==> config.mk <==
export PLATFORM = sky130hd
export DESIGN_NAME = cbs_sequencer
export DESIGN_NICKNAME = d
export VERILOG_FILES = /design/src/hdl/cbs_pkg.sv /design/src/hdl/cbs_rf_if.sv /design/src/hdl/cbs_regfile.sv /design/src/hdl/cbs_sequencer.sv
export VERILOG_INCLUDE_DIRS = /design/src /design/src/hdl
export SDC_FILE = /design/constraint.sdc
export NUM_CORES = 1
export LEC_CHECK = 0
export BUFFER_PORTS_ARGS = -buffer_cell sky130_fd_sc_hd__buf_2
export CAP_MARGIN = 20
export CELL_PAD_IN_SITES_DETAIL_PLACEMENT = 1
export CELL_PAD_IN_SITES_GLOBAL_PLACEMENT = 1
export CORE_UTILIZATION = 50
export CTS_BUF_LIST = sky130_fd_sc_hd__clkbuf_4 sky130_fd_sc_hd__clkbuf_8
export CTS_CLUSTER_DIAMETER = 40
export DETAILED_ROUTE_END_ITERATION = 10
export GPL_ROUTABILITY_DRIVEN = 1
export GPL_TIMING_DRIVEN = 0
export PLACE_DENSITY_LB_ADDON = 0.1
export SLEW_MARGIN = 25
export SYNTH_ARGS = -nofsm -noshare
export SYNTH_HDL_FRONTEND = slang
export SYNTH_SLANG_ARGS = --single-unit
==> constraint.sdc <==
create_clock -name i_clk -period 3.4 [get_ports i_clk]
set_clock_uncertainty 0.1 [all_clocks]
set_input_delay 0.51 -clock i_clk [delete_from_list [all_inputs] [get_ports i_clk]]
set_output_delay 0.51 -clock i_clk [all_outputs]
set_load 0.05 [all_outputs]
==> src/hdl/cbs_regs.svh <==
// Constants of the bus cycle sequencer: register offsets, reset values, opcodes.
// Included by the package users; holds definitions only.
`ifndef CBS_REGS_SVH
`define CBS_REGS_SVH

// Avalon word indexes of the software registers.
`define CBS_OFF_CTRL     2'h0
`define CBS_OFF_STATUS   2'h1
`define CBS_OFF_DATAPATH 2'h2
`define CBS_OFF_MODULE   2'h3

// Reset values.
`define CBS_RUN_RST      1'h1
`define CBS_PC_RST       11'h000
`define CBS_IMAGE_RST    3'h0

// Working register file geometry and special operand values.
`define CBS_NUM_REGS     48
`define CBS_OPND_DIRECT_MAX 4'hb
`define CBS_OPND_INDIRECT   4'hc
`define CBS_OPND_DEC        4'hd
`define CBS_OPND_INC        4'he

// Opcodes and opcode groups.
`define CBS_OP_RETURN    8'h00
`define CBS_OP_STORE_Y   8'h8b
`define CBS_GRP_LOAD_ROW 5'h05
`define CBS_GRP_LOAD_PLN 5'h07
`define CBS_GRP_JUMP     2'h1
`define CBS_NIB_LOAD     4'hc
`define CBS_NIB_STORE    4'hd
`define CBS_NIB_BCD_ADD  4'he
`define CBS_JC_ALWAYS    3'h0
`define CBS_JC_ZERO      3'h1
`define CBS_JC_NONZERO   3'h2
`define CBS_JC_POSITIVE  3'h3
`define CBS_JC_ROW_NOT7  3'h4
`define CBS_JC_CARRY     3'h5
`define CBS_JC_NO_CARRY  3'h6
`define CBS_JC_CALL      3'h7

// Decimal correction constants.
`define CBS_BCD_BIAS     5'h06
`define CBS_BCD_UNBIAS   4'ha

// Control line codes: io strobe, data/address, counter/pointer, stack move.
`define CBS_CTL_IDLE     4'h0
`define CBS_CTL_JUMP     4'hc
`define CBS_CTL_CALL     4'hd
`define CBS_CTL_RETURN   4'h5
`define CBS_CTL_BCD      4'h4

`endif

==> src/hdl/cbs_pkg.sv <==
// Types shared by the bus cycle sequencer modules.
// Assumes the shared constants header for the register file depth.
`include "cbs_regs.svh"
package cbs_pkg;

    typedef enum logic [1:0] {
        CBS_FETCH,
        CBS_EXEC1,
        CBS_EXEC2
    } cbs_phase_e;

    typedef struct packed {
        cbs_phase_e  phase;
        logic [10:0] pc;
        logic [10:0] second_stack_entry;
        logic [10:0] third_stack_entry;
        logic [10:0] z;
        logic [7:0]  ir;
        logic [7:0]  p;
        logic [7:0]  acc;
        logic [7:0]  y;
        logic [7:0]  bcd;
        logic [2:0]  s;
        logic [2:0]  t;
        logic [2:0]  image;
        logic        low_digit_carry;
        logic        high_digit_carry;
        logic        zf;
        logic        pf;
        logic [3:0]  ctl;
        logic        run;
        logic        waitreq;
        logic [31:0] rdata;
    } cbs_seq_s;

    typedef struct packed {
        logic [`CBS_NUM_REGS-1:0][7:0] mem;
        logic [7:0]                    rd;
    } cbs_rf_s;

endpackage

==> src/hdl/cbs_rf_if.sv <==
// Port group between the sequencer and its working register file.
// Both ends run on the same clock.
`timescale 1ns/1ps
interface cbs_rf_if;
    logic [5:0] rd_addr;
    logic [7:0] rd_data;
    logic       wr_en;
    logic [5:0] wr_addr;
    logic [7:0] wr_data;

    modport seq (output rd_addr, output wr_en, output wr_addr, output wr_data, input rd_data);
    modport mem (input rd_addr, input wr_en, input wr_addr, input wr_data, output rd_data);
endinterface

==> src/hdl/cbs_regfile.sv <==
// Working register file of 48 bytes with a registered read port.
// Assumes one clock; addresses at or above 48 read zero and ignore writes.
`timescale 1ns/1ps
`include "cbs_regs.svh"
module cbs_regfile
    import cbs_pkg::*;
(
    input  wire logic i_clk,
    input  wire logic i_rst_b,
    cbs_rf_if.mem     rf
);
    cbs_rf_s q;
    cbs_rf_s d;

    always_comb
    begin
        d = q;
        d.rd = (rf.rd_addr < 6'(`CBS_NUM_REGS)) ? q.mem[rf.rd_addr] : 8'h00;
        if (rf.wr_en && rf.wr_addr < 6'(`CBS_NUM_REGS))
        begin
            d.mem[rf.wr_addr] = rf.wr_data;
        end
    end

    always_ff @(posedge i_clk or negedge i_rst_b)
    begin
        if (!i_rst_b)
        begin
            q <= '0;
        end
        else
        begin
            q <= d;
        end
    end

    assign rf.rd_data = q.rd;
endmodule

==> src/hdl/cbs_sequencer.sv <==
// Function
// - Fetch loads instruction latch and data buffer together.
// - Program counter increments after every fetched word.
// - Jump target from latch bits 0-2 and buffer.
// - Six conditional jumps on flags and row pointer.
// - Taken conditional jump behaves as three-cycle jump.
// - Failed condition finishes in two cycles, sequential.
// - Call pushes stack, then loads target address.
// - Operand 0-11 addresses working register directly.
// - Operand 12 accesses indirect register, pointers unchanged.
// - Operand 13 accesses indirect, then decrements row.
// - Operand 14 accesses indirect, then increments row.
// - Bank image copied from register bits 3-5.
// - Bank image drives upper address lines.
// - BCD add sets both carries in cycle one.
// - BCD add corrects result in cycle two.
// - Named flags update from same-cycle data lines.
// - Four control lines driven every cycle.
// - Row 0-7 and plane select indirect register.
// - Operand 15 direct access left unsupported.
//
// Instruction sequencer of an 8-bit processor with an Avalon-MM register slave.
// Assumes program memory answers combinationally on i_rom_data in the same clock domain.
//
// Local design decisions: the Avalon-MM register port and the address map.
`timescale 1ns/1ps
`include "cbs_regs.svh"
module cbs_sequencer
    import cbs_pkg::*;
(
    input  wire logic        i_clk,
    input  wire logic        i_rst_b,
    input  wire logic [7:0]  i_rom_data,
    output logic      [10:0] o_rom_addr,
    output logic      [2:0]  o_upper_address_line,
    output logic             o_io_strobe_control,
    output logic             o_data_or_address_select,
    output logic             o_counter_pointer_select,
    output logic             o_stack_move_control,
    input  wire logic [1:0]  i_avs_address,
    input  wire logic        i_avs_read,
    input  wire logic        i_avs_write,
    input  wire logic [31:0] i_avs_writedata,
    output logic      [31:0] o_avs_readdata,
    output logic             o_avs_waitrequest
);
    localparam cbs_seq_s SEQ_RST = '{phase: CBS_FETCH, pc: `CBS_PC_RST, image: `CBS_IMAGE_RST,
                                     run: `CBS_RUN_RST, waitreq: 1'b1, default: '0};

    cbs_seq_s q;
    cbs_seq_s d;
    cbs_rf_if rf ();

    cbs_regfile u_regfile (
        .i_clk   (i_clk),
        .i_rst_b (i_rst_b),
        .rf      (rf.mem)
    );

    // Operand 15 falls into the indirect branch; its effect is left undefined.
    function automatic logic [5:0] reg_index(input logic [3:0] nib, input logic [2:0] s, input logic [2:0] t);
        reg_index = (nib <= `CBS_OPND_DIRECT_MAX) ? {2'h0, nib} : {t, s};
    endfunction

    function automatic logic [2:0] row_after(input logic [3:0] nib, input logic [2:0] s);
        row_after = s;
        if (nib == `CBS_OPND_DEC)
        begin
            row_after = s - 3'h1;
        end
        else if (nib == `CBS_OPND_INC)
        begin
            row_after = s + 3'h1;
        end
    endfunction

    function automatic logic [3:0] ctl_of(input cbs_phase_e ph, input logic [7:0] ir);
        ctl_of = `CBS_CTL_IDLE;
        if (ph == CBS_EXEC2 && ir[7:6] == `CBS_GRP_JUMP)
        begin
            ctl_of = (ir[5:3] == `CBS_JC_CALL) ? `CBS_CTL_CALL : `CBS_CTL_JUMP;
        end
        else if (ph == CBS_EXEC1 && ir == `CBS_OP_RETURN)
        begin
            ctl_of = `CBS_CTL_RETURN;
        end
        else if (ph == CBS_EXEC1 && ir[7:4] == `CBS_NIB_BCD_ADD)
        begin
            ctl_of = `CBS_CTL_BCD;
        end
    endfunction

    logic       is_jump;
    logic       taken;
    logic [4:0] lo_sum;
    logic [4:0] hi_sum;
    logic [7:0] corrected;

    assign is_jump = (q.ir[7:6] == `CBS_GRP_JUMP);

    always_comb
    begin
        unique case (q.ir[5:3])
            `CBS_JC_ALWAYS:   taken = 1'b1;
            `CBS_JC_ZERO:     taken = q.zf;
            `CBS_JC_NONZERO:  taken = !q.zf;
            `CBS_JC_POSITIVE: taken = q.pf;
            `CBS_JC_ROW_NOT7: taken = !(&q.s);
            `CBS_JC_CARRY:    taken = q.high_digit_carry;
            `CBS_JC_NO_CARRY: taken = !q.high_digit_carry;
            `CBS_JC_CALL:     taken = 1'b1;
        endcase
    end

    // Each digit is biased by six so that its carry out is the decimal carry.
    assign lo_sum = {1'b0, rf.rd_data[3:0]} + {1'b0, q.acc[3:0]} + {4'h0, q.high_digit_carry} + `CBS_BCD_BIAS;
    assign hi_sum = {1'b0, rf.rd_data[7:4]} + {1'b0, q.acc[7:4]} + {4'h0, lo_sum[4]} + `CBS_BCD_BIAS;
    assign corrected = {q.high_digit_carry ? q.bcd[7:4] : q.bcd[7:4] + `CBS_BCD_UNBIAS,
                        q.low_digit_carry ? q.bcd[3:0] : q.bcd[3:0] + `CBS_BCD_UNBIAS};

    // The read address is taken from the bus during fetch so the operand is ready one cycle later.
    assign rf.rd_addr = reg_index((q.phase == CBS_FETCH) ? i_rom_data[3:0] : q.ir[3:0], q.s, q.t);

    always_comb
    begin
        d = q;
        rf.wr_en = 1'b0;
        rf.wr_addr = reg_index(q.ir[3:0], q.s, q.t);
        rf.wr_data = q.acc;
        if (q.run)
        begin
            unique case (q.phase)
                CBS_FETCH:
                begin
                    d.ir = i_rom_data;
                    d.p = i_rom_data;
                    d.pc = q.pc + 11'h1;
                    d.phase = CBS_EXEC1;
                end
                CBS_EXEC1:
                begin
                    d.phase = CBS_FETCH;
                    if (is_jump)
                    begin
                        d.p = i_rom_data;
                        d.pc = q.pc + 11'h1;
                        d.phase = taken ? CBS_EXEC2 : CBS_FETCH;
                    end
                    else if (q.ir == `CBS_OP_RETURN)
                    begin
                        d.pc = q.second_stack_entry;
                        d.second_stack_entry = q.third_stack_entry;
                    end
                    else if (q.ir == `CBS_OP_STORE_Y)
                    begin
                        d.y = q.acc;
                        d.image = q.acc[5:3];
                    end
                    else if (q.ir[7:3] == `CBS_GRP_LOAD_ROW)
                    begin
                        d.s = q.ir[2:0];
                    end
                    else if (q.ir[7:3] == `CBS_GRP_LOAD_PLN)
                    begin
                        d.t = q.ir[2:0];
                    end
                    else if (q.ir[7:4] == `CBS_NIB_LOAD)
                    begin
                        d.acc = rf.rd_data;
                        d.zf = (rf.rd_data == 8'h00);
                        d.pf = !rf.rd_data[7];
                        d.s = row_after(q.ir[3:0], q.s);
                    end
                    else if (q.ir[7:4] == `CBS_NIB_STORE)
                    begin
                        rf.wr_en = 1'b1;
                        d.s = row_after(q.ir[3:0], q.s);
                    end
                    else if (q.ir[7:4] == `CBS_NIB_BCD_ADD)
                    begin
                        d.bcd = {hi_sum[3:0], lo_sum[3:0]};
                        d.low_digit_carry = lo_sum[4];
                        d.high_digit_carry = hi_sum[4];
                        d.phase = CBS_EXEC2;
                    end
                end
                CBS_EXEC2:
                begin
                    d.phase = CBS_FETCH;
                    if (is_jump)
                    begin
                        if (q.ir[5:3] == `CBS_JC_CALL)
                        begin
                            d.z = q.third_stack_entry;
                            d.third_stack_entry = q.second_stack_entry;
                            d.second_stack_entry = q.pc;
                        end
                        d.pc = {q.ir[2:0], q.p};
                    end
                    else
                    begin
                        rf.wr_en = 1'b1;
                        rf.wr_data = corrected;
                        d.s = row_after(q.ir[3:0], q.s);
                    end
                end
            endcase
        end
        d.ctl = q.run ? ctl_of(d.phase, d.ir) : `CBS_CTL_IDLE;

        // Avalon slave: one wait state, then the access completes.
        d.waitreq = 1'b1;
        if ((i_avs_read || i_avs_write) && q.waitreq)
        begin
            d.waitreq = 1'b0;
            unique case (i_avs_address)
                `CBS_OFF_CTRL:     d.rdata = {31'h0, q.run};
                `CBS_OFF_STATUS:   d.rdata = {10'h0, q.phase, q.pf, q.zf, q.high_digit_carry, q.low_digit_carry,
                                              1'b0, q.image, 1'b0, q.pc};
                `CBS_OFF_DATAPATH: d.rdata = {8'h0, q.ir, 1'b0, q.t, 1'b0, q.s, q.acc};
                `CBS_OFF_MODULE:   d.rdata = {24'h0, q.y};
            endcase
        end
        if (i_avs_write && !q.waitreq)
        begin
            if (i_avs_address == `CBS_OFF_CTRL)
            begin
                d.run = i_avs_writedata[0];
            end
            else if (i_avs_address == `CBS_OFF_MODULE)
            begin
                d.y = i_avs_writedata[7:0];
                d.image = i_avs_writedata[5:3];
            end
        end
    end

    always_ff @(posedge i_clk or negedge i_rst_b)
    begin
        if (!i_rst_b)
        begin
            q <= SEQ_RST;
        end
        else
        begin
            q <= d;
        end
    end

    assign o_rom_addr = q.pc;
    assign o_upper_address_line = q.image;
    assign o_io_strobe_control = q.ctl[3];
    assign o_data_or_address_select = q.ctl[2];
    assign o_counter_pointer_select = q.ctl[1];
    assign o_stack_move_control = q.ctl[0];
    assign o_avs_readdata = q.rdata;
    assign o_avs_waitrequest = q.waitreq;

    logic exec1_jump;
    assign exec1_jump = q.run && q.phase == CBS_EXEC1 && is_jump && q.ir[5:3] != `CBS_JC_CALL;
endmodule

**Word-level counts from Yosys, hierarchy flattened**

Index checks and enable logic that the tools add are counted.
Widths: inputs -> output; s select.

- Bits in registers: 529
- Input bits: 46
- Output and inout port bits: 51
- Word-level logic and storage cells: 254

- $add $sub $neg: 11
- Order comparisons: 7
- Equality and inequality tests: 37
- Multiplexer cells: 90
- Bitwise logic cells: 7
- Reductions and logical operators: 32

Operators with widths:

| kind | number |
|---|---|
| $bwmux 384 | 1 |
| $mux 8 | 20 |
| $pmux 32 s4 | 1 |
| $mux 99 | 1 |
| $mux 37 | 2 |
| $mux 33 | 2 |
| $bmux 8 s6 | 1 |
| $demux 8 s6 | 1 |
| $mux 22 | 2 |
| $mux 44 | 1 |
| $mux 3 | 14 |
| $pmux 13 s3 | 1 |
| $mux 4 | 8 |
| $eq 4x4->1 const B | 6 |
| $logic_not 8->1 | 3 |
| $mux 2 | 12 |
| $mux 24 | 1 |
| $mux 11 | 2 |
| $pmux 11 s2 | 1 |
| $ne 2x2->1 const B | 8 |
| $pmux 8 s2 | 1 |
| $reduce_and 8->1 | 2 |
| $eq 3x3->1 const B | 5 |
| $lt 6x7->1 const B | 2 |
| 40 further kinds | 86 |

**Longest topological paths before layout**

- Word-level depth: 21
- Depth in mapped cells: 14
- Gate-level depth less buffers: 13

**By module**

A second synthesis with hierarchy kept.

- Cells, all modules: 1950
- Area, all modules: 24923.9 µm²

Modules (own cells, without submodules):

| module | times used | cells an instance | area an instance (µm²) | seq. area each (µm²) |
|---|---|---|---|---|
| cbs_regfile | 1 | 1193 | 18089.8 | 9809.4 |
| cbs_sequencer | 1 | 757 | 6834.1 | 2880.3 |

**Least setup slack after synthesis**

Ideal clock, no wire load.

- Kind: flip-flop to flip-flop
- Start point: register q[40] in the netlist's numbering
- End point: register q[57] in the netlist's numbering
- Setup time: 0.083 ns
- Arrival time: 2.602 ns
- Data required time: 3.217 ns
- Path slack: 0.615 ns
- Cell stages (with the launch flop): 14
- Buffers on the path: 1
- Clock period less this slack: 2.785 ns
- Path through: dfrtp_1 -> buf_2 -> inv_1 -> fa_1 -> inv_1 -> ha_1 -> a21o_1 -> a21oi_1 -> xnor2_1 -> fa_1 -> ha_1 -> inv_1 -> fa_1 -> o21ai_0

- Word-level cells in the longest chain between the ends: 4

Ends and longest elaborated chain:

| what | RTL line | source |
|---|---|---|
| start: declaration | cbs_sequencer.sv:50 | `cbs_seq_s q;` |
| start signal: assignment | cbs_sequencer.sv:242 | `q <= SEQ_RST;` |
| start signal: assignment | cbs_sequencer.sv:246 | `q <= d;` |
| $add 5x1->5 | cbs_sequencer.sv:116 | `` assign lo_sum = {1'b0, rf.rd_data[3:0]} + {1'b0, q.acc[3:0]} + {4'h0, q.high_digit_carry} + `CBS_BCD_BIAS; `` |
| $add 5x3->5 (no source line) | - |  |
| via lo_sum[4] | cbs_sequencer.sv:95 | `logic [4:0] lo_sum;` |
| $add 5x1->5 | cbs_sequencer.sv:117 | `` assign hi_sum = {1'b0, rf.rd_data[7:4]} + {1'b0, q.acc[7:4]} + {4'h0, lo_sum[4]} + `CBS_BCD_BIAS; `` |
| $add 5x3->5 (no source line) | - |  |

The timed path passes the listed nets, and every way through them passes these cells.
A chain may end at the register's enable or synchronous reset.

==> run metrics <==
Final #Nets 2854; ANT nets after route 0; Final Max Slew Viols 0; clock sink count just over 500; syn avg cell area 9.49 um^2; Async SR Flop Fraction 1.00; M1 GR Usage 0.486; FF-to-FF End u_regfile.rf.rd_data[4]$_DFF_PN0_; first-pass GRT wire length 135000 um; Worst Setup Slack, final -80.8 ps; initial antenna violation count 3; Setup violations, final 1; GRT Total Usage 0.361; Power Density just over 800 nW/um^2; CP Launch Type flop; total clock buffers created by CTS slightly above 90; Post-Synthesis Cell Area 24500 um^2; largest net degree at the start of global routing 98; initial DRC count roughly 1900; crit path launch q[136]$_DFF_PN0_; Psw 10200 uW; IO Pins a little under 100; Setup Crit Path Kind reg2reg; hold path startpoint i_avs_writedata[7]; period utilisation layout 1.02; drt pass-1 iters 5; Synth top area share 0.516; area grow syn2layout 16.6%; EDFF count, synth 0; Cells after Synth 2582; final hold violation count 0; routing usage on met2 0.580; Hold Crit Class in2reg; routed vias ~21000; die height 223 um; GRT Max-Usage Layer met2; Seq/Total Area, Yosys 0.518; crit path to u_regfile.rf.rd_data[4]$_DFF_PN0_; cell count along the critical path 15; hpwl dp between 60000 and 70000 um; FF-to-FF path depth 15; vias in the first global route 21900; CTS root buf clkbuf_8; Placed Area 25800 um^2; maximum fanout along the worst path 6; worst ir drop on vdd approximately 0.0004 V; max_cap viols 0; Max clock buf depth 3; Max Fclk 287 MHz; WL final 89700 um; post-route cell area between 20000 and 30000 um^2; Comb power frac 0.425; routability congestion estimate 0.934; RSZ-0062 raised after global routing true; drc violations 0; Tmin final 3480 ps; GR Overflow Total 0; die area about 50000 um^2; clock transition at the registers of the reported paths 60 ps; P_int between 10000 and 15000 uW; max_slew headroom 0.326; Crit-path slowest cell or3_1; share of cells above drive strength 1 0.227; FF-to-FF Start q[136]$_DFF_PN0_; core box area a little under 50000 um^2; # rows 80; Starting Density 0.510; met3 GRT Util 0.0564; critical path buffer and inverter count 6; Filler Cell Count 5385; synth top area cells dfrtp_1 (52%), mux2_2 (7.5%), nand2_1 (7.4%), o21ai_0 (5.0%), a21oi_1 (4.7%); LEAKAGE around 0.013 uW; critical path's most frequent cell buf_8; status finished, violations left; CP Data Required Time roughly 3800 ps; Min Hold Slack 62.3 ps; PortBufs 60; die width 223 um; Most used DFF post-synth dfrtp_1; Sw Ratio 0.432; register bit total from synthesis 507; Seq pwr share 0.309; critical path arrival 3910 ps; WL per Instance about 26 um; YS warnings 0; CTS tree yes; failing checks setup timing; slowest stage delay, CP 490 ps; R2R Setup Slk -80 ps; Clock power frac 0.266; CP delay by family, top simple AND/OR/NAND/NOR gates; H-Tree Depth 3; worst-skew pair later-pin latency 710 ps; leading area contributor after synthesis dfrtp_1; crit-path cells inv_2 -> ha_4 -> buf_8 -> buf_6 -> nor2_1 -> a32oi_4 -> a21boi_4 -> buf_12 -> buf_8 -> buf_4 -> mux2i_1 -> o22ai_1 -> nor2_2 -> nand4_1 -> or3_1; Yosys cell types 66; via-per-instance ratio 6.10; CP endpoint kind flop; Worst-Margin Slew between 1000 and 1500 ps
metal layers:
layer  vias to the layer above  part of all wire
li1                       9220                 -
met1                     10900              0.42
met2                       755              0.48
met3                       233             0.060
met4                         2             0.041
met5                         -           0.00013
metrics by stage:
stage	power, uW	std cells	util	setup slack, ps	setup TNS [ps]
2_1_floorplan	12600	2592	-	615	0
6_report	23700	3458	0.595	-80.8	-80.8
3_3_place_gp	15800	3267	0.533	-8560	-4312190
4_1_cts	22700	3437	0.585	1.82	0
3_5_place_dp	16100	3272	0.536	-462	-9170
5_1_grt	24500	3456	0.595	-191	-440
flip-flops by register name, indices dropped and copies added (netlist names):
register / count
o_avs_readdata: 22
q: 75
o_io_strobe_control: 1
o_rom_addr: 11
u_regfile.rf.rd_data: 8
o_data_or_address_select: 1
o_stack_move_control: 1
o_upper_address_line: 3
u_regfile.q: 384
o_avs_waitrequest: 1
what timing repair did:
item                                   in CTS  in global routing
setup endpoints to repair                  51                107
hold buffers                               13                  0
cloned                                      0                  1
pin swaps                                   3                 18
setup buffers                               0                 20
endpoints found under the hold margin      77                  0
gates resized for setup                    62                 88
power by group through the flow:
stage,logic (uW),clock network (uW),registers (uW)
2_1_floorplan,5460,0,7150
3_3_place_gp,8470,0,7340
3_5_place_dp,8690,0,7390
4_1_cts,9100,6330,7290
5_1_grt,10500,6580,7380
6_report,10100,6280,7310
worst min-delay path, delay by kind of cell:
family / cells / cell delay (ps)
AO/OA/AOI/OAI: 1 / 150
buffers and inverters: 1 / 80
AND/OR/NAND/NOR: 1 / 50
layout make-up:
| type | instances | area [um^2] | area share |
|---|---|---|---|
| Tap cell | 615 | 769 | 0.0269 |
| Buffer | 234 | 1310 | 0.0458 |
| Clock buffer | 134 | 1690 | 0.0591 |
| Clock inverter | 18 | 259 | 0.00906 |
| Antenna cell | 2 | 5.00 | 0.000175 |
| Sequential cell | 507 | 12700 | 0.444 |
| Timing Repair Buffer | 98 | 795 | 0.0278 |
| Multi-Input combinational cell | 1809 | 10900 | 0.382 |
| Inverter | 41 | 154 | 0.00539 |
kinds of logic after synthesis:
family,Yosys count,share of synthesized area
compound gates,638,0.146
xor+xnor,9,0.00322
fa+ha+maj,25,0.0140
buf+inv,276,0.0559
flops,507,0.518
mux,261,0.116
other cells,1,0.000153
simple gates,865,0.147
synthesized netlist by cell type, types with 3 or more instances:
| master | n |
|---|---|
| mux2i_1 | 93 |
| buf_4 | 56 |
| dfrtp_1 | 505 |
| xnor2_1 | 4 |
| buf_6 | 3 |
| a211oi_1 | 21 |
| o21ai_1 | 11 |
| a31oi_1 | 26 |
| nor2_1 | 225 |
| inv_1 | 41 |
| and3_1 | 17 |
| mux2_2 | 164 |
| nand4_1 | 10 |
| mux2i_2 | 3 |
| o21ai_0 | 243 |
| ha_1 | 21 |
| nor4_1 | 14 |
| a22o_1 | 12 |
| clkbuf_1 | 100 |
| o21a_1 | 5 |
| or3_1 | 8 |
| a21o_1 | 5 |
| nand2_1 | 485 |
| nor3_1 | 7 |
| a22oi_1 | 41 |
| and2_1 | 19 |
| a32oi_1 | 5 |
| nor2b_1 | 8 |
| buf_2 | 72 |
| o22ai_1 | 25 |
| xor2_1 | 5 |
| nand3_1 | 51 |
| o221ai_1 | 4 |
| fa_1 | 4 |
| a21oi_1 | 229 |
worst min-delay path by stage:
stage / to / slack [ps] / cells past startpoint
3_5_place_dp: u_regfile.q[264]$_DFFE_PN0P_ / 360 / 2
6_report: q[66]$_DFF_PN0_ / 60 / 3
4_1_cts: q[66]$_DFF_PN0_ / 10 / 3
3_3_place_gp: u_regfile.q[264]$_DFFE_PN0P_ / 350 / 2
2_1_floorplan: o_avs_readdata[0]$_DFFE_PN0P_ / 110 / 0
5_1_grt: q[66]$_DFF_PN0_ / 50 / 3
placed cells by master (no fill, tap or decap), types with 8 or more instances in the layout:
cell type	Yosys	final
dfrtp_1	505	505
nand2_1	485	481
o21ai_0	243	238
a21oi_1	229	229
nor2_1	225	209
mux2_2	164	164
buf_2	72	114
clkbuf_8	0	109
mux2i_1	93	88
clkbuf_1	100	83
buf_4	56	77
nand3_1	51	50
inv_1	41	39
a22oi_1	41	34
clkbuf_4	0	31
a31oi_1	26	26
ha_1	21	20
and2_1	19	19
and3_1	17	17
o22ai_1	25	17
clkbuf_2	1	16
a211oi_2	2	15
nor2_2	1	15
o21ai_1	11	13
dlygate4sd3_1	0	13
a22o_1	12	12
conb_1	1	11
nand4_1	10	10
nor4_1	14	9
o22ai_2	0	8
No activity file was read; power rests on OpenSTA's default activity.
